<file path="config.mk">
export PLATFORM = sky130hd
export DESIGN_NAME = ckc_ctrl
export DESIGN_NICKNAME = d
export VERILOG_FILES = /design/src/inc/ckc_pkg.sv /design/src/hdl/ckc_ctrl.sv
export VERILOG_INCLUDE_DIRS = /design/src /design/src/inc
export SDC_FILE = /design/constraint.sdc
export NUM_CORES = 1
export LEC_CHECK = 0
export ABC_CLOCK_PERIOD_IN_PS = 3700
export BUFFER_PORTS_ARGS = -buffer_cell sky130_fd_sc_hd__buf_2
export CAP_MARGIN = 0
export CORE_AREA = 2 2 126 128
export DETAILED_ROUTE_END_ITERATION = 12
export DIE_AREA = 0 0 128 130
export GPL_ROUTABILITY_DRIVEN = 0
export GPL_TIMING_DRIVEN = 0
export PLACE_DENSITY = 0.81
export SLEW_MARGIN = 15
export SYNTH_ARGS = -nofsm -noshare
export SYNTH_HDL_FRONTEND = slang
export SYNTH_SLANG_ARGS = --single-unit
</file>
<file path="constraint.sdc">
create_clock -name pclk -period 3.7 [get_ports pclk]
set_input_delay 0 -clock pclk [delete_from_list [all_inputs] [get_ports pclk]]
set_output_delay 0 -clock pclk [all_outputs]
set_load 0.01 [all_outputs]
</file>
<file path="src/inc/ckc_defines.svh">
`ifndef CKC_DEFINES_SVH
`define CKC_DEFINES_SVH

// ---------------------------------------------------------------
// Register byte offsets (aliases at +4 clear, +8 set, +C invert)
// ---------------------------------------------------------------
`define CKC_OFF_OSC       8'h00
`define CKC_OFF_TRIM      8'h10
`define CKC_OFF_REF       8'h20
`define CKC_OFF_KEY       8'h30

// ---------------------------------------------------------------
// Oscillator control field positions
// ---------------------------------------------------------------
`define CKC_OSC_FAST_RC_DIVIDER    24
`define CKC_OSC_MULT      16
`define CKC_OSC_CUR       12
`define CKC_OSC_REQ       8
`define CKC_OSC_LOCK      7
`define CKC_OSC_USB_PLL_LOCKED     6
`define CKC_OSC_SYS_PLL_LOCKED     5
`define CKC_OSC_SLEEP     4
`define CKC_OSC_FAIL      3
`define CKC_OSC_USBFRC    2
`define CKC_OSC_SOSC      1
`define CKC_OSC_SWREQ     0

// ---------------------------------------------------------------
// Reference clock control field positions
// ---------------------------------------------------------------
`define CKC_REF_DIV       16
`define CKC_REF_EN        15
`define CKC_REF_REFCLK_IDLE_STOP      13
`define CKC_REF_OE        12
`define CKC_REF_REFCLK_RUN_IN_SLEEP      11
`define CKC_REF_DSW       9
`define CKC_REF_ACT       8

// ---------------------------------------------------------------
// Reset values and unlock keys (key values are arbitrary)
// ---------------------------------------------------------------
`define CKC_RST_FAST_RC_DIVIDER    3'h1
`define CKC_KEY_FIRST     32'hC0DE0001
`define CKC_KEY_SECOND    32'hC0DE0002

`endif

</file>
<file path="src/inc/ckc_pkg.sv">
package ckc_pkg;

  // Switch sequencer states
  typedef enum logic [1:0] {
    CKC_SW_IDLE = 2'b01,
    CKC_SW_BUSY = 2'b10
  } ckc_sw_e;

  // Power modes; WAIT enters Idle or Sleep
  typedef enum logic [2:0] {
    CKC_PM_RUN   = 3'b001,
    CKC_PM_IDLE  = 3'b010,
    CKC_PM_SLEEP = 3'b100
  } ckc_pm_e;

  // Whole block state
  typedef struct packed {
    logic          started;
    logic [1:0]    sw_mon;
    logic [2:0]    pll_mult;
    logic [2:0]    cur_src;
    logic [2:0]    req_src;
    logic [2:0]    frc_div;
    logic          sel_lock;
    logic          sleep_sel;
    logic          fail;
    logic          usb_frc;
    logic          sosc_en;
    logic          sw_req;
    logic [5:0]    trim;
    logic [14:0]   rdiv;
    logic          ren;
    logic          refclk_idle_stop;
    logic          oe;
    logic          refclk_run_in_sleep;
    logic          dsw;
    logic [3:0]    rsel;
    logic [14:0]   act_div;
    logic [14:0]   cnt;
    logic          refclk;
    logic          active;
    logic          unlocked;
    logic          key_seen;
    ckc_sw_e       sw_st;
    ckc_pm_e       pm;
    logic [31:0]   prdata;
    logic          slverr;
  } ckc_state_s;

endpackage

</file>
<file path="src/hdl/ckc_ctrl.sv">
// Added by the designer: the APB register port and the placing of the registers.
`timescale 1ns/1ps
`include "ckc_defines.svh"

// Operation
// - PLL multiplier codes give 15..21, 24
// - Current source field reports source in use
// - Requested source field uses eight source codes
// - Requested source loads from configuration at reset
// - Lock bit freezes selections when monitor 1x
// - USB PLL lock bit reads lock state
// - System PLL lock bit reads lock state
// - Sleep select picks Sleep or Idle on WAIT
// - Clock fail flag set by monitor, read-cleared
// - USB clock select picks fast RC
// - Secondary oscillator enable bit drives oscillator
// - Switch request starts switch, cleared when done
// - Oscillator control and trim writes need unlock sequence
// - Fast RC trim is signed six-bit value
// - Reference output is source over twice divider
// - Reference generator runs only when enabled
// - Stop-in-idle halts reference generator in Idle
// - Output enable drives reference clock pin
// - Run-in-sleep keeps reference; ignored for 0000/0001
// - Divider changes wait for divider switch bit while enabled; immediate when disabled
// - Request status bit shows reference request active
// - Reference source select encodes nine sources
// - Fast RC divider codes; reset divide by two
// - Clear, set and invert aliases per register except the key register

module ckc_ctrl (
  // APB slave
  input  wire logic        pclk,
  input  wire logic        presetn,
  input  wire logic        psel,
  input  wire logic        penable,
  input  wire logic        pwrite,
  input  wire logic [7:0]  paddr,
  input  wire logic [31:0] pwdata,
  output logic             pready,
  output logic [31:0]      prdata,
  output logic             pslverr,
  // Configuration word fields
  input  wire logic [2:0]  cfg_source_default,
  input  wire logic [1:0]  cfg_switch_monitor,
  // Clock system status
  input  wire logic        sys_pll_lock_in,
  input  wire logic        usb_pll_lock_in,
  input  wire logic        usb_pll_enable,
  input  wire logic        failsafe_fail,
  input  wire logic        switch_ready,
  input  wire logic        wait_exec,
  input  wire logic        wake_event,
  input  wire logic [8:0]  ref_src_tick,
  // Clock system controls
  output logic [4:0]       pll_multiplier_factor,
  output logic [2:0]       current_source,
  output logic [8:0]       fast_rc_div_ratio,
  output logic [5:0]       fast_rc_trim_field,
  output logic             usb_fast_rc_select,
  output logic             secondary_osc_enable,
  output logic             switch_busy,
  output logic             sleep_mode,
  output logic             idle_mode,
  // Reference clock
  output logic             refclk_out,
  output logic             refclk_output_pin,
  output logic             refclk_output_pin_oe
);

  // ---------------------------------------------------------------
  // Functions
  // ---------------------------------------------------------------

  // Alias write: 0 direct, 1 clear, 2 set, 3 invert
  function automatic logic [31:0] alias_apply(input logic [31:0] old,
                                              input logic [31:0] wd,
                                              input logic [1:0]  sel);
    case (sel)
      2'h1:    alias_apply = old & ~wd;
      2'h2:    alias_apply = old | wd;
      2'h3:    alias_apply = old ^ wd;
      default: alias_apply = wd;
    endcase
  endfunction

  // PLL multiplier code to factor
  function automatic logic [4:0] mult_factor(input logic [2:0] code);
    if (code == 3'h7) begin
      mult_factor = 5'h18;
    end else begin
      mult_factor = 5'h0F + {2'h0, code};
    end
  endfunction

  // Fast RC divider code to ratio
  function automatic logic [8:0] frc_ratio(input logic [2:0] code);
    if (code == 3'h7) begin
      frc_ratio = 9'h100;
    end else begin
      frc_ratio = 9'h001 << code;
    end
  endfunction

  // Oscillator control read image
  function automatic logic [31:0] osc_image(input ckc_pkg::ckc_state_s s,
                                            input logic sl, input logic ul);
    osc_image = 32'h0;
    osc_image[`CKC_OSC_FAST_RC_DIVIDER +: 3] = s.frc_div;
    osc_image[`CKC_OSC_MULT +: 3]   = s.pll_mult;
    osc_image[`CKC_OSC_CUR +: 3]    = s.cur_src;
    osc_image[`CKC_OSC_REQ +: 3]    = s.req_src;
    osc_image[`CKC_OSC_LOCK]        = s.sel_lock;
    osc_image[`CKC_OSC_USB_PLL_LOCKED]       = ul;
    osc_image[`CKC_OSC_SYS_PLL_LOCKED]       = sl;
    osc_image[`CKC_OSC_SLEEP]       = s.sleep_sel;
    osc_image[`CKC_OSC_FAIL]        = s.fail;
    osc_image[`CKC_OSC_USBFRC]      = s.usb_frc;
    osc_image[`CKC_OSC_SOSC]        = s.sosc_en;
    osc_image[`CKC_OSC_SWREQ]       = s.sw_req;
  endfunction

  // Reference control read image
  function automatic logic [31:0] ref_image(input ckc_pkg::ckc_state_s s);
    ref_image = 32'h0;
    ref_image[`CKC_REF_DIV +: 15] = s.rdiv;
    ref_image[`CKC_REF_EN]        = s.ren;
    ref_image[`CKC_REF_REFCLK_IDLE_STOP]      = s.refclk_idle_stop;
    ref_image[`CKC_REF_OE]        = s.oe;
    ref_image[`CKC_REF_REFCLK_RUN_IN_SLEEP]      = s.refclk_run_in_sleep;
    ref_image[`CKC_REF_DSW]       = s.dsw;
    ref_image[`CKC_REF_ACT]       = s.active;
    ref_image[3:0]                = s.rsel;
  endfunction

  // ---------------------------------------------------------------
  // State
  // ---------------------------------------------------------------
  ckc_pkg::ckc_state_s st_ff;    // Registered state
  ckc_pkg::ckc_state_s nxt_st;   // Next state
  logic                setup;    // APB setup phase
  logic                wr;       // APB write access
  logic                rd;       // APB read access
  logic [7:0]          base;     // Register base offset
  logic [1:0]          alias_sel; // Alias selector
  logic                locked;   // Selections frozen
  logic                sys_lk;   // System PLL lock status
  logic                usb_lk;   // USB PLL lock status
  logic                sel_tick; // Selected reference source edge
  logic                running;  // Reference generator running
  logic                wrap;     // Divider terminal count
  logic [31:0]         v;        // Merged write value

  // ---------------------------------------------------------------
  // Decode and status
  // ---------------------------------------------------------------
  assign setup     = psel & ~penable;
  assign wr        = psel & penable & pwrite;
  assign rd        = psel & penable & ~pwrite;
  assign base      = {paddr[7:4], 4'h0};
  assign alias_sel = paddr[3:2];
  assign locked    = st_ff.sw_mon[1] & st_ff.sel_lock;
  assign sys_lk    = sys_pll_lock_in &
                     (st_ff.cur_src == 3'h1 || st_ff.cur_src == 3'h3);
  assign usb_lk    = usb_pll_lock_in & usb_pll_enable;
  assign sel_tick  = (st_ff.rsel <= 4'h8) ? ref_src_tick[st_ff.rsel] : 1'b0;
  assign running   = st_ff.ren &
                     ~(st_ff.pm == ckc_pkg::CKC_PM_IDLE && st_ff.refclk_idle_stop) &
                     ~(st_ff.pm == ckc_pkg::CKC_PM_SLEEP &&
                       ~(st_ff.refclk_run_in_sleep && st_ff.rsel > 4'h1));
  assign wrap      = ({1'b0, st_ff.cnt} + 16'h1) >= {1'b0, st_ff.act_div};

  // ---------------------------------------------------------------
  // Next state
  // ---------------------------------------------------------------
  always_comb begin
    nxt_st = st_ff;
    v      = 32'h0;
    // Capture configuration after reset release
    if (!st_ff.started) begin
      nxt_st.started = 1'b1;
      nxt_st.req_src = cfg_source_default;
      nxt_st.cur_src = cfg_source_default;
      nxt_st.sw_mon  = cfg_switch_monitor;
    end
    // Read data captured in setup phase
    if (setup) begin
      nxt_st.slverr = 1'b0;
      case (base)
        `CKC_OFF_OSC:  nxt_st.prdata = (alias_sel == 2'h0) ?
                                       osc_image(st_ff, sys_lk, usb_lk) : 32'h0;
        `CKC_OFF_TRIM: nxt_st.prdata = (alias_sel == 2'h0) ?
                                       {26'h0, st_ff.trim} : 32'h0;
        `CKC_OFF_REF:  nxt_st.prdata = (alias_sel == 2'h0) ? ref_image(st_ff) : 32'h0;
        `CKC_OFF_KEY:  nxt_st.prdata = {31'h0, st_ff.unlocked};
        default: begin
          nxt_st.prdata = 32'h0;
          nxt_st.slverr = 1'b1;
        end
      endcase
    end
    // Clock switch sequencer
    case (st_ff.sw_st)
      ckc_pkg::CKC_SW_IDLE: begin
        if (st_ff.sw_req) begin
          nxt_st.sw_st = ckc_pkg::CKC_SW_BUSY;
        end
      end
      ckc_pkg::CKC_SW_BUSY: begin
        if (switch_ready) begin
          nxt_st.cur_src = st_ff.req_src;
          nxt_st.sw_req  = 1'b0;
          nxt_st.sw_st   = ckc_pkg::CKC_SW_IDLE;
        end
      end
      default: nxt_st.sw_st = ckc_pkg::CKC_SW_IDLE;
    endcase
    // Read of control register clears fail flag
    if (rd && base == `CKC_OFF_OSC && alias_sel == 2'h0) begin
      nxt_st.fail = 1'b0;
    end
    // Unlock key register
    if (wr && base == `CKC_OFF_KEY) begin
      nxt_st.key_seen = (pwdata == `CKC_KEY_FIRST);
      nxt_st.unlocked = st_ff.key_seen && (pwdata == `CKC_KEY_SECOND);
    end
    // Oscillator control write
    if (wr && base == `CKC_OFF_OSC && st_ff.unlocked) begin
      v = alias_apply(osc_image(st_ff, sys_lk, usb_lk), pwdata, alias_sel);
      if (!locked) begin
        nxt_st.frc_div  = v[`CKC_OSC_FAST_RC_DIVIDER +: 3];
        nxt_st.pll_mult = v[`CKC_OSC_MULT +: 3];
        nxt_st.req_src  = v[`CKC_OSC_REQ +: 3];
        nxt_st.sel_lock = v[`CKC_OSC_LOCK];
        nxt_st.sw_req   = v[`CKC_OSC_SWREQ];
      end
      nxt_st.sleep_sel = v[`CKC_OSC_SLEEP];
      nxt_st.fail      = v[`CKC_OSC_FAIL];
      nxt_st.usb_frc   = v[`CKC_OSC_USBFRC];
      nxt_st.sosc_en   = v[`CKC_OSC_SOSC];
    end
    // Monitor event wins over any clear
    if (failsafe_fail) begin
      nxt_st.fail = 1'b1;
    end
    // Fast RC trim write
    if (wr && base == `CKC_OFF_TRIM && st_ff.unlocked) begin
      v = alias_apply({26'h0, st_ff.trim}, pwdata, alias_sel);
      nxt_st.trim = v[5:0];
    end
    // Power mode on WAIT and wake
    case (st_ff.pm)
      ckc_pkg::CKC_PM_RUN: begin
        if (wait_exec) begin
          nxt_st.pm = st_ff.sleep_sel ? ckc_pkg::CKC_PM_SLEEP
                                      : ckc_pkg::CKC_PM_IDLE;
        end
      end
      ckc_pkg::CKC_PM_IDLE, ckc_pkg::CKC_PM_SLEEP: begin
        if (wake_event) begin
          nxt_st.pm = ckc_pkg::CKC_PM_RUN;
        end
      end
      default: nxt_st.pm = ckc_pkg::CKC_PM_RUN;
    endcase
    // Reference divider: half period of act_div source edges
    nxt_st.active = running;
    if (!running) begin
      nxt_st.refclk = 1'b0;
      nxt_st.cnt    = 15'h0;
    end else if (sel_tick) begin
      if (st_ff.act_div == 15'h0) begin
        nxt_st.refclk = 1'b1;
      end else if (wrap) begin
        nxt_st.refclk = ~st_ff.refclk;
        nxt_st.cnt    = 15'h0;
      end else begin
        nxt_st.cnt = st_ff.cnt + 15'h1;
      end
    end else if (st_ff.act_div == 15'h0) begin
      nxt_st.refclk = 1'b0;
    end
    // Divider switch: immediate when off, at a half period when on
    if (!st_ff.ren) begin
      nxt_st.act_div = st_ff.rdiv;
      nxt_st.dsw     = 1'b0;
    end else if (st_ff.dsw && (!running || (sel_tick && (wrap || st_ff.act_div == 15'h0)))) begin
      nxt_st.act_div = st_ff.rdiv;
      nxt_st.cnt     = 15'h0;
      nxt_st.dsw     = 1'b0;
    end
    // Reference control write
    if (wr && base == `CKC_OFF_REF) begin
      v = alias_apply(ref_image(st_ff), pwdata, alias_sel);
      nxt_st.rdiv = v[`CKC_REF_DIV +: 15];
      nxt_st.ren  = v[`CKC_REF_EN];
      nxt_st.refclk_idle_stop = v[`CKC_REF_REFCLK_IDLE_STOP];
      nxt_st.oe   = v[`CKC_REF_OE];
      nxt_st.refclk_run_in_sleep = v[`CKC_REF_REFCLK_RUN_IN_SLEEP];
      nxt_st.rsel = v[3:0];
      if (v[`CKC_REF_DSW]) begin
        nxt_st.dsw = 1'b1;
      end
    end
  end

  // ---------------------------------------------------------------
  // State register
  // ---------------------------------------------------------------
  always_ff @(posedge pclk or negedge presetn) begin
    if (!presetn) begin
      st_ff         <= '0;
      st_ff.frc_div <= `CKC_RST_FAST_RC_DIVIDER;
      st_ff.sw_st   <= ckc_pkg::CKC_SW_IDLE;
      st_ff.pm      <= ckc_pkg::CKC_PM_RUN;
    end else begin
      st_ff <= nxt_st;
    end
  end

  // ---------------------------------------------------------------
  // Outputs
  // ---------------------------------------------------------------
  assign pready                = 1'b1;
  assign prdata                = st_ff.prdata;
  assign pslverr               = st_ff.slverr;
  assign pll_multiplier_factor = mult_factor(st_ff.pll_mult);
  assign current_source        = st_ff.cur_src;
  assign fast_rc_div_ratio     = frc_ratio(st_ff.frc_div);
  assign fast_rc_trim_field    = st_ff.trim;
  assign usb_fast_rc_select    = st_ff.usb_frc;
  assign secondary_osc_enable  = st_ff.sosc_en;
  assign switch_busy           = (st_ff.sw_st == ckc_pkg::CKC_SW_BUSY);
  assign sleep_mode            = (st_ff.pm == ckc_pkg::CKC_PM_SLEEP);
  assign idle_mode             = (st_ff.pm == ckc_pkg::CKC_PM_IDLE);
  assign refclk_out            = st_ff.refclk;
  assign refclk_output_pin     = st_ff.refclk & st_ff.oe;
  assign refclk_output_pin_oe  = st_ff.oe;
endmodule

</file>
# After elaboration in Yosys (flattened, before gate mapping)
# Cells that the tools add are included.
# totals
reg_bits	123
in_bits	66
output_inout_bits	65
word_cells	163
# classes
add_sub_neg	3
order_cmp	4
eq_ne	24
shift	1
n_mux	46
bitwise	27
reduce_logical	28
# ops
op	count
$pmux 31 s4	1
$pmux 31 s3	1
$pmux 27 s3	1
$mux 15	5
$eq 32x32->1 const B	2
$mux 31	2
$and 31x31->31	1
$not 31->31	1
$or 31x31->31	1
$xor 31x31->31	1
$mux 30	1
$and 27x27->27	1
$mux 27	1
$or 27x27->27	1
$xor 27x27->27	1
$pmux 6 s3	1
$add 15x1->16 const B	1
$ge 16x15->1	1
$mux 16	1
$add 15x1->15 const B	1
$logic_not 15->1	1
$mux 1	15
$mux 3	5
$logic_and 1x1->1	14
38 further kinds	72

# Longest topological paths before layout
# Gate-level depths: netlist of run 1.
# depth
depth_word	13
depth_mapped	16
depth_no_buf	14

# Worst setup path before layout of run 1
# Ideal clock, no wire load.
# synth_timing
path_type	register to register
start	register st_ff[42] (netlist name)
end	register st_ff[48] (netlist name)
setup_ps	77
arrival_time_ps	3206
required_time_ps	3623
path_slack_ps	417
stages_incl_launch_ff	16
n_path_buf	1
synth_period_minus_slack_ps	3283
path_cell_list	dfrtp_1 -> ha_1 -> nand3_1 -> nor3_1 -> nand3_1 -> and2_1 -> or2_2 -> ha_1 -> a21o_1 -> a21oi_1 -> o211ai_1 -> nor2_1 -> nor4b_1 -> clkbuf_1 -> o21ai_0 -> a21oi_1
# synth_rtl
element	line	rtl
from (decl)	ckc_ctrl.sv:139	ckc_pkg::ckc_state_s st_ff;
from (signal assigned)	ckc_ctrl.sv:317	st_ff <= nxt_st;

==> flow_metrics.tcl, run 1 <==
set metrics [dict create \
    vias 7900 \
    wl_per_cell_um 18.60 \
    fmax_mhz 282.1 \
    n_fill_cell 1160 \
    max_stage_delay_ps 430 \
    port_buffers 122 \
    grt_pass1_wl_um 37640 \
    antenna_cells 0 \
    drt_iter0_markers 927 \
    setup_viol 0 \
    clkTransAtPathRegs_ps 60 \
    insertion_delay_ps 430 \
    syn_area_sq_um 8787 \
    critPathArrivalTime_ps 3880 \
    maxSlewViolCount 0 \
    crit_type "reg2reg" \
    synth_ff_type "dfrtp_1" \
    netlist_top_cells_area "dfrtp_1, ha_1, inv_1" \
    avgSynthCellArea_sq_um 9.240 \
    layout-drive-gt1-share_pct 25.37 \
    cts_buffer_depth 2 \
    synth_top_area_cell "dfrtp_1" \
    worst_ep_required_time_ps 4040 \
    instances_no_fill 1327 \
    area_growth_pct 20.11 \
    worstSetupEndpointType "register" \
    overflow 0 \
    hpwl_um 17580 \
    hold_path.class "in2reg" \
    place_inst 1268 \
    ys_seq_elements 121 \
    via_per_inst 5.953 \
    io-pin-count 131 \
    antenna_found_initial 0 \
    synth_warnings 0 \
    tightest_slew_ps 989.3 \
    final_cell_mix "buf_2, dfrtp_1, inv_1, ha_1, a21oi_1" \
    max-vdd-ir-drop_uv 369.4 \
    rows 46 \
    grt_pass1_vias 7213 \
    clock_skew_ps 5.693 \
    r2r_cells 16 \
    synth_top_area_share_pct 33.60 \
    min-delay-start "pwdata[19]" \
    grt_max_degree 75 \
    start_util_pct 56.97 \
    clock_sinks 121 \
    leakagePower_nw 5.331 \
    drc 0 \
    tns_ps 0 \
    whs_endpoint "st_ff[84]" \
    cap_violations 0 \
    drtAntennaViolNets 0 \
    routed_wl_um 24680 \
    htreeDepth 4 \
    cts_root_buffer "clkbuf_16" \
    min_period_over_period_pct 95.80 \
    drt-pass1-iter-count 6 \
    die_area_sq_um 16640 \
    crit_top_cell "nor3_4" \
    path_cells "ha_2 > nand3_4 > nor3_4 > nand3_1 > and2_1 > or2_2 > ha_1 > nand3_1 > nor3_4 > o311ai_1 > nand2_1 > nor3_4 > o221ai_2 > buf_6 > buf_2 > a21oi_1" \
    synthDistinctLibCells 58 \
    period_minus_slack_ps 3545 \
    r2r-end "st_ff[54]" \
    synth_edf_count 0 \
    relSlewSlack_pct 34.05 \
    cp_max_fo 10 \
    syn_inst 951 \
    cp_slowest_cell "dfrtp_2" \
    start_kind "register" \
    chipWidth_um 128 \
    hold_viol 0 \
    cts_tree "built" \
    dieHeight_um 130 \
    grt_usage_pct 29.31 \
    r2r-start "st_ff[42]" \
    hold_depth 4 \
    coreArea_sq_um 15420 \
    async_flop_share_pct 100.0 \
    p_per_area_nw_per_um2 412.1 \
    status "complete, no violations" \
    rrSetupSlack_ps 160 \
    multi_input_area_sq_um 4878 \
    ys_seq_area_share_pct 34.50 \
    layout_commonest_cell "buf_2" \
    numCtsBuffers 17 \
    final_nets 1295 \
    seq_area_sq_um 3033 \
]
==> sequential cells by signal, summed over array words and instances (netlist names) <==
name                  cells
fast_rc_trim_field        6
prdata                   31
pslverr                   1
refclk_out                1
usb_fast_rc_select        1
secondary_osc_enable      1
current_source            3
refclk_output_pin_oe      1
st_ff                    76
==> worst max-delay path: cells and delay by family (launching register included) <==
family	cells	cell delay, ps
DFF	1	430
and+or+nand+nor	9	1740
adders and majority gates	2	520
buffers and inverters	2	360
AOI/OAI and AO/OA	3	400
==> how the worst max path moves through the flow <==
stage	slack, ps	endpoint	start
5_1_grt	-30	st_ff[67]	st_ff[42]
6_report	160	st_ff[54]	st_ff[42]
2_1_floorplan	420	st_ff[48]	st_ff[42]
3_5_place_dp	-300	st_ff[50]	st_ff[42]
4_1_cts	4	st_ff[67]	st_ff[42]
3_3_place_gp	-250	st_ff[51]	st_ff[42]
==> cells in the mapped netlist, drive strengths merged (6+ instances only) <==
library cell,instances
dfrtp,118
inv,114
ha,107
a21oi,76
nand2,74
buf,56
nor2,55
o21ai,50
a211oi,38
clkbuf,32
mux2,30
nor3,20
mux2i,19
mux4,19
nand3,19
a22oi,17
nor4,14
a22o,12
nor2b,10
and2,7
or2,6
==> routing by layer <==
layer | up-vias | GRT usage (%) | wire (um) | part of all wire (%)
met1 | 3792 | 39.76 | 10300 | 42
met2 | 425 | 47.25 | 11600 | 47
li1 | 3620 | - | - | -
met3 | 63 | 4.428 | 2027 | 8.2
met4 | 0 | 12.67 | 747 | 3.0
met5 | - | 0 | 0 | 0
==> report_power, final <==
part / switching [mW] / internal [mW]
registers: 0.168 / 1.49
clock network: 0.649 / 0.923
logic: 0.625 / 0.497
==> timing repair <==
item                                   4_1_cts  5_1_grt
cloned                                       0        1
pin swaps                                    1        5
endpoints found under the hold margin      131        0
hold buffers                                15        0
gates resized for setup                      5       15
setup endpoints to repair                   26       28
buffers inserted                             0       11
==> cell families (layout without fill, tap and decap cells) <==
kind of cell,count (synthesis),in the layout,synth area share (%)
AND/OR/NAND/NOR,232,232,12.83
multiplexers,68,68,10.92
other,2,4,0.08547
adder cells (fa/ha/maj),107,107,15.24
AO/OA/AOI/OAI,213,213,14.99
flip-flops,121,121,34.50
XOR/XNOR,6,6,0.5980
buffers and inverters,202,384,10.84
==> layout make-up <==
type / instances / area share [%]
Buffer: 88 / 5.074
Clock buffer: 18 / 4.066
Clock inverter: 14 / 1.209
Inverter: 114 / 4.055
Multi-Input combinational cell: 630 / 46.22
Sequential cell: 121 / 28.74
Tap cell: 192 / 2.276
Timing Repair Buffer: 150 / 8.358
==> stage by stage <==
stage	instance area (sq um)	hold WS, ps	power, mW	worst slack (ps)	utilization (%)
finish	10550	19.36	4.349	155.4	68.42
global route	10550	54.38	4.548	-25.75	68.42
CTS	10410	14.22	4.262	3.510	67.49
detailed placement	9679	-31.56	2.674	-296.5	62.75
global placement	9646	202.6	2.624	-249.0	62.53
floorplan	8795	-295.6	2.333	416.7	-
No activity file was read; power rests on OpenSTA's default activity.
==> run 2: changes to the inputs <==
Settings changed: HOLD_SLACK_MARGIN from default to 0.12.
==> flow_metrics.tcl, run 2 (synthesis results as in run 1) <==
set metrics [dict create \
    status "complete, no violations" \
    clock_sinks 121 \
    p_per_area_nw_per_um2 403.4 \
    finalInstanceArea_sq_um 10860 \
    pwr-share-seq_pct 37.8 \
    cts_root_buffer "clkbuf_16" \
    start_kind "register" \
    relSlewSlack_pct 36.48 \
    port_buffers 122 \
    grt_pass1_wl_um 38680 \
    hold_viol 0 \
    place_area_sq_um 9679 \
    r2r_cells 16 \
    cts_tree "built" \
    vias 8008 \
    overflow 0 \
    insertion_delay_ps 430 \
    drtAntennaViolNets 0 \
    fmax_mhz 278.8 \
    coreArea_sq_um 15420 \
    clkPwrFrac_pct 35.9 \
    clock_skew_ps 5.916 \
    routed_wl_um 25470 \
    chipWidth_um 128 \
    clkTransAtPathRegs_ps 60 \
    drt-pass1-iter-count 7 \
    final_nets 1324 \
    dieHeight_um 130 \
    drc 0 \
    largest_reg_flops 76 \
    via_per_inst 5.906 \
    worstSetupEndpointType "register" \
    io-pin-count 131 \
    layout_commonest_cell "buf_2" \
    period_minus_slack_ps 3586 \
    setup_viol 0 \
    start_util_pct 56.97 \
    grt_pass1_vias 7438 \
    cts_buffer_depth 2 \
    final_cell_mix "buf_2, dfrtp_1, inv_1, ha_1, a21oi_1" \
    hold_path.class "in2async" \
    max-vdd-ir-drop_uv 371.7 \
    combPwrFrac_pct 26.3 \
    tns_ps 0 \
    crit_type "reg2reg" \
    numCtsBuffers 17 \
    area_growth_pct 23.61 \
    leakagePower_nw 5.464 \
    critPathArrivalTime_ps 3930 \
    grt_usage_pct 30.13 \
    p_int_mw 2.927 \
    grt_max_degree 75 \
    drt_iter0_markers 1055 \
    antenna_cells 0 \
    cap_violations 0 \
    layout-drive-gt1-share_pct 24.83 \
    cp_max_fo 10 \
    min_period_over_period_pct 96.93 \
    tightest_slew_ps 952.8 \
    p_total_mw 4.382 \
    swShare_pct 33.21 \
    htreeDepth 4 \
    die_area_sq_um 16640 \
    switching_power_mw 1.455 \
    top_register "st_ff" \
    hpwl_um 17580 \
    antenna_found_initial 0 \
    wl_per_cell_um 18.78 \
    worst_ep_required_time_ps 4040 \
    rows 46 \
    maxSlewViolCount 0 \
]
[run 2: cell count changes in the layout (fill, tap and decap cells not counted)]
cell           before  now
dlygate4sd3_1      15   43
buf_16              1    2
[run 2: worst max-delay path, stage by stage, from the launching register on]
cell and delay (ps):
dfrtp_2 430, ha_2 250, nand3_4 120, nor3_4 230, nand3_1 160, and2_1 200
or2_2 300, ha_1 270, nand3_1 170, nor3_4 60, o311ai_1 70, nand2_1 170
nor3_4 360, o221ai_2 170, buf_6 170, buf_2 190, a21oi_1 170
[run 2: final cells by class]
class / instances / area [sq um]
timing repair buffer: 179 / 1190
sequential: 121 / 3033
multi-input combinational: 630 / 4878
buffer: 88 / 535.5
tap: 192 / 240.2
inverter: 114 / 427.9
clock buffer: 18 / 429.2
fill: 1107 / 4563
clock inverter: 14 / 127.6
[run 2: per-stage QoR]
step                      std cells  util [%]  hold slack, ps  setup WS (ps)
after floorplan                 953         -          -295.6          416.7
after CTS                      1344     69.48           122.0          3.510
final                          1356     70.42           123.9          113.6
after global routing           1356     70.42           131.2         -25.75
after detailed placement       1268     62.75          -31.56         -296.5
after global placement         1267     62.53           202.6         -249.0
[run 2: timing repair]
item                                    4_1_cts  5_1_grt
gates resized for setup                       5       15
setup buffers                                 0       11
endpoints found under the setup margin       26       28
pin swaps                                     1        5
cloned                                        0        1
hold buffers                                 44        0
hold endpoints to repair                    162        0
[run 2: worst paths after layout]
path / from / to / slack, ps
max: st_ff[42] / st_ff[54] / 110
min: presetn / st_ff[33] / 120
max reg2reg: st_ff[42] / st_ff[54] / 110
min reg2reg: prdata[7] / prdata[7] / 480
max in group asynchronous: presetn / st_ff[36] / 3140
min in group pclk: paddr[4] / prdata[11] / 130
[run 2: power by group through the flow]
stage	registers (mW)	clock network [mW]	logic, mW
finish	1.66	1.58	1.15
global route	1.67	1.64	1.26
CTS	1.64	1.58	1.06
detailed placement	1.66	0	1.01
global placement	1.66	0	0.967
floorplan	1.61	0	0.725
[run 2: metal layers]
metal,vias to the layer above,global-route usage (%),wire (um)
met4,0,13.38,814
met5,-,0,0
met1,3867,40.37,10600
met2,399,49.23,12070
li1,3679,-,-
met3,63,4.264,1984
